File: src/logic/rsc_pkg.sv
// Package: ramp segment control constants, register map and types
package rsc_pkg;
  localparam int          SEG_NUM      = 8;
  localparam int          STEP_W       = 30;
  localparam int          LEN_W        = 16;
  localparam int          ACC_W        = 33;
  // Segment register map: base + 16 bytes per segment
  localparam logic [11:0] SEG_BASE     = 12'h100;
  localparam logic [11:0] SEG_STRIDE   = 12'h010;
  localparam logic [3:0]  OFF_STEP     = 4'h0;
  localparam logic [3:0]  OFF_LEN      = 4'h4;
  localparam logic [3:0]  OFF_CTRL     = 4'h8;
  // Global registers
  localparam logic [11:0] ADDR_CTRL    = 12'h000;
  localparam logic [11:0] ADDR_STATUS  = 12'h004;
  localparam logic [11:0] ADDR_ACC     = 12'h008;
  // Field positions in segment control word
  localparam int          CB_HALF      = 0;
  localparam int          CB_FAST      = 1;
  localparam int          CB_CLR       = 2;
  localparam int          CB_MRK       = 4;
  localparam int          CB_SRC       = 6;
  localparam int          CB_SUCC      = 8;
  localparam logic [1:0]  SRC_LEN      = 2'h0;
  localparam logic [1:0]  RESP_OKAY    = 2'b00;
  localparam logic [1:0]  RESP_SLVERR  = 2'b10;
  localparam logic [31:0] RESET_WORD   = 32'h0000_0000;
  typedef enum logic [1:0] {RSC_IDLE = 2'b00, RSC_RUN = 2'b01} rsc_state_e;
endpackage

File: src/logic/rsc_seg_mem.sv
// Segment settings memory: one word per segment, registered read port
`timescale 1ns/1ps
module rsc_seg_mem #(
  parameter int DEPTH = 8,
  parameter int WIDTH = 32
) (
  input  wire logic                     mclk,    // Compare-rate clock
  input  wire logic                     arst_n,  // Async reset, active low
  input  wire logic                     wr_en,   // Write strobe
  input  wire logic [$clog2(DEPTH)-1:0] wr_addr, // Write index
  input  wire logic [WIDTH-1:0]         wr_data, // Write data
  input  wire logic [$clog2(DEPTH)-1:0] rd_addr, // Read index
  output logic      [WIDTH-1:0]         rd_data  // Registered read data
);
  logic [WIDTH-1:0] mem_reg [DEPTH];
  logic [WIDTH-1:0] mem_next [DEPTH];
  logic [WIDTH-1:0] rd_next;

  // Index port needs at least one bit
  if (DEPTH < 2 || WIDTH < 1) begin : g_size_chk
    $error("rsc_seg_mem needs DEPTH of two or more and WIDTH of one or more");
  end

  // Next-state for array and read port
  always_comb begin
    for (int i = 0; i < DEPTH; i++) begin
      mem_next[i] = mem_reg[i];
    end
    if (wr_en) begin
      mem_next[wr_addr] = wr_data;
    end
    rd_next = mem_reg[rd_addr];
  end

  // Fields power up as zero
  always_ff @(posedge mclk or negedge arst_n) begin
    if (!arst_n) begin
      for (int i = 0; i < DEPTH; i++) begin
        mem_reg[i] <= '0;
      end
      rd_data <= '0;
    end else begin
      mem_reg <= mem_next;
      rd_data <= rd_next;
    end
  end
endmodule

File: src/logic/rsc_top.sv
// Ramp segment controls: eight segments, ramp accumulator, AXI4-Lite slave
// Summary of operation
// RQ1 - Eight segments, each with own settings
// RQ2 - Add signed step each tick, length ticks
// RQ3 - Half-rate bit makes tick two cycles
// RQ4 - Fast-settle bit enables fastlock while running
// RQ5 - Marker bits driven out at segment start
// RQ6 - Clear bit zeroes accumulator at start
// RQ7 - Advance on length expiry or trigger
// RQ8 - Successor field picks next segment
// RQ9 - Load successor settings with no idle
`timescale 1ns/1ps
module rsc_top
  import rsc_pkg::*;
#(
  parameter int SEGS = rsc_pkg::SEG_NUM
) (
  input  wire logic        mclk,            // Compare-rate clock, 125 MHz
  input  wire logic        arst_n,          // Async reset, active low
  input  wire logic [11:0] s_axi_awaddr,    // Write address
  input  wire logic        s_axi_awvalid,   // Write address valid
  output logic             s_axi_awready,   // Write address ready
  input  wire logic [31:0] s_axi_wdata,     // Write data
  input  wire logic [3:0]  s_axi_wstrb,     // Write strobes
  input  wire logic        s_axi_wvalid,    // Write data valid
  output logic             s_axi_wready,    // Write data ready
  output logic [1:0]       s_axi_bresp,     // Write response
  output logic             s_axi_bvalid,    // Write response valid
  input  wire logic        s_axi_bready,    // Write response ready
  input  wire logic [11:0] s_axi_araddr,    // Read address
  input  wire logic        s_axi_arvalid,   // Read address valid
  output logic             s_axi_arready,   // Read address ready
  output logic [31:0]      s_axi_rdata,     // Read data
  output logic [1:0]       s_axi_rresp,     // Read response
  output logic             s_axi_rvalid,    // Read data valid
  input  wire logic        s_axi_rready,    // Read ready
  input  wire logic        trig_a,          // Trigger A level
  input  wire logic        trig_b,          // Trigger B level
  input  wire logic        trig_c,          // Trigger C level
  output logic [32:0]      ramp_acc,        // Ramp accumulator
  output logic             fast_settle_on,  // Fastlock and slip reduction
  output logic             marker_out_low,  // Marker 0
  output logic             marker_out_high  // Marker 1
);
  import rsc_pkg::*;

  // Segment index fields are three bits wide, so only eight segments fit
  if (SEGS != 8) begin : g_seg_chk
    $error("rsc_top supports exactly eight segments");
  end

  // Per-segment word layout: 3 words per segment packed into three memories
  logic [31:0] step_q, len_q, ctrl_q;
  logic        we_step, we_len, we_ctrl;
  logic [2:0]  wr_seg, rd_seg;

  // Active segment settings
  logic [STEP_W-1:0] step_reg, step_next;
  logic [LEN_W:0]    left_reg, left_next;
  logic              half_reg, half_next;
  logic              phase_reg, phase_next;
  logic [1:0]        src_reg, src_next;
  logic [2:0]        succ_reg, succ_next;
  logic [2:0]        seg_reg, seg_next;
  logic [ACC_W-1:0]  acc_reg, acc_next;
  logic              fast_reg, fast_next;
  logic [1:0]        mrk_reg, mrk_next;
  logic              pend_reg, pend_next;
  rsc_state_e        st_reg, st_next;
  logic              en_reg, en_next;

  // Bus write and read side state
  logic              aw_ok_reg, aw_ok_next, w_ok_reg, w_ok_next;
  logic [11:0]       awa_reg, awa_next;
  logic [31:0]       wd_reg, wd_next;
  logic              bv_reg, bv_next;
  logic [1:0]        br_reg, br_next;
  logic              rv_reg, rv_next;
  logic [1:0]        rr_reg, rr_next;
  logic [31:0]       rd_reg, rd_next;
  logic              rd_wait_reg, rd_wait_next;
  logic [11:0]       ara_reg, ara_next;

  function automatic logic seg_hit(input logic [11:0] a);
    return (a >= SEG_BASE) && (a < SEG_BASE + 12'(SEGS) * SEG_STRIDE) && (a[1:0] == 2'b00)
      && (a[3:0] <= OFF_CTRL);
  endfunction

  function automatic logic [2:0] seg_idx(input logic [11:0] a);
    logic [11:0] d;
    d = a - SEG_BASE;
    return d[6:4];
  endfunction

  // Segment settings, one memory per word kind [RQ1]
  rsc_seg_mem #(.DEPTH(8), .WIDTH(32)) u_step (
    .mclk(mclk), .arst_n(arst_n), .wr_en(we_step), .wr_addr(wr_seg),
    .wr_data(wd_reg), .rd_addr(rd_seg), .rd_data(step_q));
  rsc_seg_mem #(.DEPTH(8), .WIDTH(32)) u_len (
    .mclk(mclk), .arst_n(arst_n), .wr_en(we_len), .wr_addr(wr_seg),
    .wr_data(wd_reg), .rd_addr(rd_seg), .rd_data(len_q));
  rsc_seg_mem #(.DEPTH(8), .WIDTH(32)) u_ctrl (
    .mclk(mclk), .arst_n(arst_n), .wr_en(we_ctrl), .wr_addr(wr_seg),
    .wr_data(wd_reg), .rd_addr(rd_seg), .rd_data(ctrl_q));

  // Read index follows next-state values so the successor word is ready one
  // edge after a load; a one-tick segment would otherwise reload stale settings [RQ9]
  assign rd_seg = (st_next == RSC_IDLE) ? 3'h0 : succ_next;
  assign wr_seg = seg_idx(awa_reg);

  // Write commits once both address and data are held
  logic wr_go;
  assign wr_go   = aw_ok_reg && w_ok_reg && !bv_reg;
  assign we_step = wr_go && seg_hit(awa_reg) && awa_reg[3:0] == OFF_STEP;
  assign we_len  = wr_go && seg_hit(awa_reg) && awa_reg[3:0] == OFF_LEN;
  assign we_ctrl = wr_go && seg_hit(awa_reg) && awa_reg[3:0] == OFF_CTRL;

  // AXI4-Lite write and read channels
  always_comb begin
    aw_ok_next = aw_ok_reg;
    w_ok_next  = w_ok_reg;
    awa_next   = awa_reg;
    wd_next    = wd_reg;
    bv_next    = bv_reg;
    br_next    = br_reg;
    en_next    = en_reg;
    if (s_axi_awvalid && s_axi_awready) begin
      aw_ok_next = 1'b1;
      awa_next   = s_axi_awaddr;
    end
    if (s_axi_wvalid && s_axi_wready) begin
      w_ok_next = 1'b1;
      // Byte lanes ignored: every field is whole-word; partial writes still commit
      wd_next   = s_axi_wdata;
    end
    if (wr_go) begin
      aw_ok_next = 1'b0;
      w_ok_next  = 1'b0;
      bv_next    = 1'b1;
      br_next    = RESP_OKAY;
      if (awa_reg == ADDR_CTRL) begin
        en_next = wd_reg[0];
      end else if (!seg_hit(awa_reg) && awa_reg != ADDR_STATUS && awa_reg != ADDR_ACC) begin
        br_next = RESP_SLVERR;
      end
    end
    if (bv_reg && s_axi_bready) begin
      bv_next = 1'b0;
    end
    // Reads: one wait cycle before the answer; segment words read back as errors
    rv_next      = rv_reg;
    rr_next      = rr_reg;
    rd_next      = rd_reg;
    ara_next     = ara_reg;
    rd_wait_next = 1'b0;
    if (s_axi_arvalid && s_axi_arready) begin
      ara_next     = s_axi_araddr;
      rd_wait_next = 1'b1;
    end
    if (rd_wait_reg) begin
      rv_next = 1'b1;
      rr_next = RESP_OKAY;
      unique case (1'b1)
        ara_reg == ADDR_CTRL:   rd_next = {31'h0, en_reg};
        ara_reg == ADDR_STATUS: rd_next = {22'h0, fast_reg, mrk_reg, seg_reg, 3'h0,
                                           st_reg == RSC_RUN};
        ara_reg == ADDR_ACC:    rd_next = {31'h0, acc_reg[32]};
        default: begin
          rd_next = RESET_WORD;
          rr_next = RESP_SLVERR;
        end
      endcase
    end
    if (rv_reg && s_axi_rready) begin
      rv_next = 1'b0;
    end
  end

  assign s_axi_awready = !aw_ok_reg && !bv_reg;
  assign s_axi_wready  = !w_ok_reg && !bv_reg;
  assign s_axi_arready = !rv_reg && !rd_wait_reg;
  assign s_axi_bvalid  = bv_reg;
  assign s_axi_bresp   = br_reg;
  assign s_axi_rvalid  = rv_reg;
  assign s_axi_rresp   = rr_reg;
  assign s_axi_rdata   = rd_reg;

  // Ramp engine: tick, segment end and reload
  logic tick, trig_sel, seg_end;
  always_comb begin
    tick = !half_reg || phase_reg; // [RQ3]
    unique case (src_reg) // [RQ7]
      2'd1:    trig_sel = trig_a;
      2'd2:    trig_sel = trig_b;
      2'd3:    trig_sel = trig_c;
      default: trig_sel = tick && left_reg == (LEN_W+1)'(1);
    endcase
    seg_end = trig_sel;
  end

  always_comb begin
    st_next    = st_reg;
    step_next  = step_reg;
    left_next  = left_reg;
    half_next  = half_reg;
    phase_next = phase_reg;
    src_next   = src_reg;
    succ_next  = succ_reg;
    seg_next   = seg_reg;
    acc_next   = acc_reg;
    fast_next  = fast_reg;
    mrk_next   = mrk_reg;
    pend_next  = 1'b0;
    unique case (st_reg)
      RSC_IDLE: begin
        fast_next = 1'b0;
        // Settings of segment 0 appear a cycle after request; then start
        if (en_reg) begin
          pend_next = 1'b1;
        end
        if (pend_reg && en_reg) begin
          st_next = RSC_RUN;
          seg_next = 3'h0;
        end
      end
      RSC_RUN: begin
        if (tick) begin
          acc_next  = acc_reg + ACC_W'(signed'(step_reg)); // [RQ2]
          left_next = left_reg - (LEN_W+1)'(1);
        end
        phase_next = half_reg ? !phase_reg : 1'b0;
        if (!en_reg) begin
          st_next = RSC_IDLE;
        end else if (seg_end) begin
          seg_next = succ_reg; // [RQ8]
        end
      end
      default: st_next = RSC_IDLE;
    endcase
    // Load next segment at boundary, no idle tick [RQ9]
    if ((st_reg == RSC_IDLE && pend_reg && en_reg) || (st_reg == RSC_RUN && en_reg && seg_end))
    begin
      step_next  = step_q[STEP_W-1:0];
      // Zero length field means 65536 ticks [RQ2]
      left_next  = (len_q[LEN_W-1:0] == '0) ? (LEN_W+1)'(1 << LEN_W)
                                             : {1'b0, len_q[LEN_W-1:0]};
      half_next  = ctrl_q[CB_HALF]; // [RQ3]
      phase_next = 1'b0;
      fast_next  = ctrl_q[CB_FAST]; // [RQ4]
      mrk_next   = ctrl_q[CB_MRK +: 2]; // [RQ5]
      src_next   = ctrl_q[CB_SRC +: 2];
      succ_next  = ctrl_q[CB_SUCC +: 3];
      if (ctrl_q[CB_CLR]) begin
        acc_next = '0; // [RQ6]
      end
    end
  end

  // Register all state
  always_ff @(posedge mclk or negedge arst_n) begin
    if (!arst_n) begin
      st_reg <= RSC_IDLE; step_reg <= '0; left_reg <= '0; half_reg <= 1'b0;
      phase_reg <= 1'b0; src_reg <= SRC_LEN; succ_reg <= '0; seg_reg <= '0;
      acc_reg <= '0; fast_reg <= 1'b0; mrk_reg <= '0; pend_reg <= 1'b0;
      en_reg <= 1'b0; aw_ok_reg <= 1'b0; w_ok_reg <= 1'b0; awa_reg <= '0;
      wd_reg <= '0; bv_reg <= 1'b0; br_reg <= RESP_OKAY; rv_reg <= 1'b0;
      rr_reg <= RESP_OKAY; rd_reg <= '0; rd_wait_reg <= 1'b0; ara_reg <= '0;
    end else begin
      st_reg <= st_next; step_reg <= step_next; left_reg <= left_next;
      half_reg <= half_next; phase_reg <= phase_next; src_reg <= src_next;
      succ_reg <= succ_next; seg_reg <= seg_next; acc_reg <= acc_next;
      fast_reg <= fast_next; mrk_reg <= mrk_next; pend_reg <= pend_next;
      en_reg <= en_next; aw_ok_reg <= aw_ok_next; w_ok_reg <= w_ok_next;
      awa_reg <= awa_next; wd_reg <= wd_next; bv_reg <= bv_next; br_reg <= br_next;
      rv_reg <= rv_next; rr_reg <= rr_next; rd_reg <= rd_next;
      rd_wait_reg <= rd_wait_next; ara_reg <= ara_next;
    end
  end

  assign ramp_acc        = acc_reg;
  assign fast_settle_on  = fast_reg; // [RQ4]
  assign marker_out_low  = mrk_reg[0]; // [RQ5]
  assign marker_out_high = mrk_reg[1]; // [RQ5]
endmodule
File: config.mk
export PLATFORM = sky130hd
export DESIGN_NAME = rsc_top
export DESIGN_NICKNAME = d
export VERILOG_FILES = /design/src/logic/rsc_pkg.sv /design/src/logic/rsc_seg_mem.sv /design/src/logic/rsc_top.sv
export SDC_FILE = /design/constraint.sdc
export NUM_CORES = 1
export LEC_CHECK = 0
export ABC_AREA = 1
export ABC_CLOCK_PERIOD_IN_PS = 5400
export BUFFER_PORTS_ARGS = -buffer_cell sky130_fd_sc_hd__buf_2
export CAP_MARGIN = 20
export CORE_MARGIN = 1.5
export CORE_UTILIZATION = 65
export CTS_BUF_LIST = sky130_fd_sc_hd__clkbuf_8
export DETAILED_ROUTE_END_ITERATION = 16
export PLACE_DENSITY = 0.84
export SYNTH_ARGS = -nofsm -noshare
export SYNTH_HDL_FRONTEND = slang
export SYNTH_HIERARCHICAL = 1
export SYNTH_SLANG_ARGS = --single-unit
File: constraint.sdc
create_clock -name mclk -period 5.4 [get_ports mclk]
set_clock_uncertainty 0.2 [all_clocks]
set_input_delay 1.08 -clock mclk [delete_from_list [all_inputs] [get_ports mclk]]
set_output_delay 1.08 -clock mclk [all_outputs]
set_load 0.05 [all_outputs]
==> metrics <==
Reg area=16700 µm²; crit-path leading delay family=simple AND/OR/NAND/NOR gates; post-layout minimum cycle time=between 3000 and 4000 ps; final net count=4598; Buf/Inv on CP=3; Tot GR Track Use=31.3%; Crit Reg-Reg Endpoint=u_step/rd_data[21]; max-cap violation count=0; Worst-Skew Late Latency=around 720 ps; CP Data Required Time=between 5000 and 6000 ps; drt pass-1 iters=5; Die H=230 µm; setup_tns=0 ps; FP Rows=82; Post-CTS Resized=0; Fillers=3926; first-pass GRT wire length=134000 µm; Num CTS Buffers=108; fin crit share=68.0%; Placed Cells=5050; f_max=272 MHz; core area=approximately 50000 µm²; Die X=between 200 and 250 µm; vias per inst=5.39; Power Dens Cells=a little over 300 nW/µm²; cell count after synthesis=4491; H-tree depth=3; leakage=0.0193 µW; Arr. time, crit path=4100 ps; Vias=28300; final hold violation count=0; GP Congestion=between 0.9 and 1; # DRC=0; most frequent CP cell=nand2_1; R2R depth=16; # hold bufs at CTS=0; area growth from synthesis to layout=8.63%; worst slew pin tran=1070 ps; CTS tree=done; Worst setup EP type=register; fin cells=5252; Largest register FFs=240; Worst VDD drop=0.399 mV; Post-DP HPWL=49800 µm; worst-path maximum fanout=57; slew margin rel.=around 28%; Worst setup SP type=register; WS Path Type=register to register; CTS sink cnt=669; Root Buffer=clkbuf_8; number of global-route vias before repair=26700; leading cell types in the layout, fill and taps excluded=nand2_1, inv_1, dfrtp_1; initial drt markers=2894; Routed wire per std cell=~15 µm; num ports=147; most common library cell in the layout ignoring fill and taps=nand2_1; ANT nets after route=0; Antenna diodes=0; synth warn=6; status=completed; layout cells sized above 1=~8.6%; setup repair after global routing missed its margin=no; Synth Cell Area=33400 µm²; end of the worst hold path=step_reg[8]; effective utilization at floorplan=between 60% and 70%; largest stage delay on the critical path=between 600 and 700 ps; Bufs on Longest Clock Path=3; footprint of the multi-input gates=12700 µm²; initial antenna violation count=2; largest net degree at the start of global routing=169; total gr overflow=0; Reg2Reg Setup Slack=1730 ps; Final Max Tran Viols=0; worst-path cell chain=inv_1 > ha_1 > nor3b_1 > nand4_1 > nand2_1 > nand2_2 > nand2_4 > o21ai_1 > nor2_4 > clkinv_2 > buf_12 > nand2_1 > nand3_1 > nand2_1 > nand2_1 > nand2_1; min-delay src=u_step/rd_data[8]; hold path depth=2; Port Buffers=between 100 and 150; Post-CTS Setup Inserts=0; origin of the critical flop-to-flop path=left_reg[1]; Avg Inst Size Synth=7.44 µm²; final setup vio count=0; final wirelength=roughly 80000 µm; slowest CP cell=clkinv_2; clk slew on worst S/H paths=60 ps; Hold WC Path Type=register to register; die area=52800 µm²
-- layer usage --
layer | GRT usage, % | vias to the layer above | share of wire, %
li1 | - | 13600 | -
met1 | 44.1 | 13300 | 43
met2 | 50.4 | 1249 | 46
met3 | 4.80 | 156 | 8.1
met4 | 9.89 | 0 | 2.4
met5 | 0 | - | 0
-- final cells by class --
type,count,share of cell area [%]
Timing Repair Buffer,148,2.85
Clock inverter,57,0.845
Tap cell,672,2.32
Inverter,728,7.53
Sequential cell,669,46.1
Clock buffer,140,5.31
Multi-Input combinational cell,2838,35.0
-- worst min-delay path, delay by kind of cell, from the launching register on --
kind	cells	cell delay, ps
AND/OR/NAND/NOR	2	100
flip-flops	1	320
-- worst max-delay path by stage --
stage	startpoint	to	slack [ps]	cells past startpoint
6_report	left_reg[1]	u_step/rd_data[21]	1730	16
5_1_grt	left_reg[1]	u_step/rd_data[29]	1470	16
4_1_cts	left_reg[1]	u_step/rd_data[21]	1830	16
3_5_place_dp	trig_a	u_step/rd_data[11]	1440	15
3_3_place_gp	trig_c	u_step/rd_data[11]	1470	14
2_1_floorplan	trig_c	u_step/rd_data[10]	2260	14
-- power by group --
part           switching [µW]  internal [µW]  total [µW]
clock network            1990           2410        4400
registers                 332           5240        5570
logic                     844            281        1120
total                    3160           7930       11100
-- stage by stage --
stage,hold WS [ps],setup WS [ps],instance area (µm²),total power [µW],utilization (%)
2_1_floorplan,225,2260,33500,6270,-
5_1_grt,270,1470,36300,11600,71.9
3_3_place_gp,228,1470,33900,6730,67.2
6_report,240,1730,36300,11100,71.9
4_1_cts,229,1830,36200,11200,71.6
3_5_place_dp,233,1440,33900,6770,67.2
No activity file was read; power rests on OpenSTA's default activity.
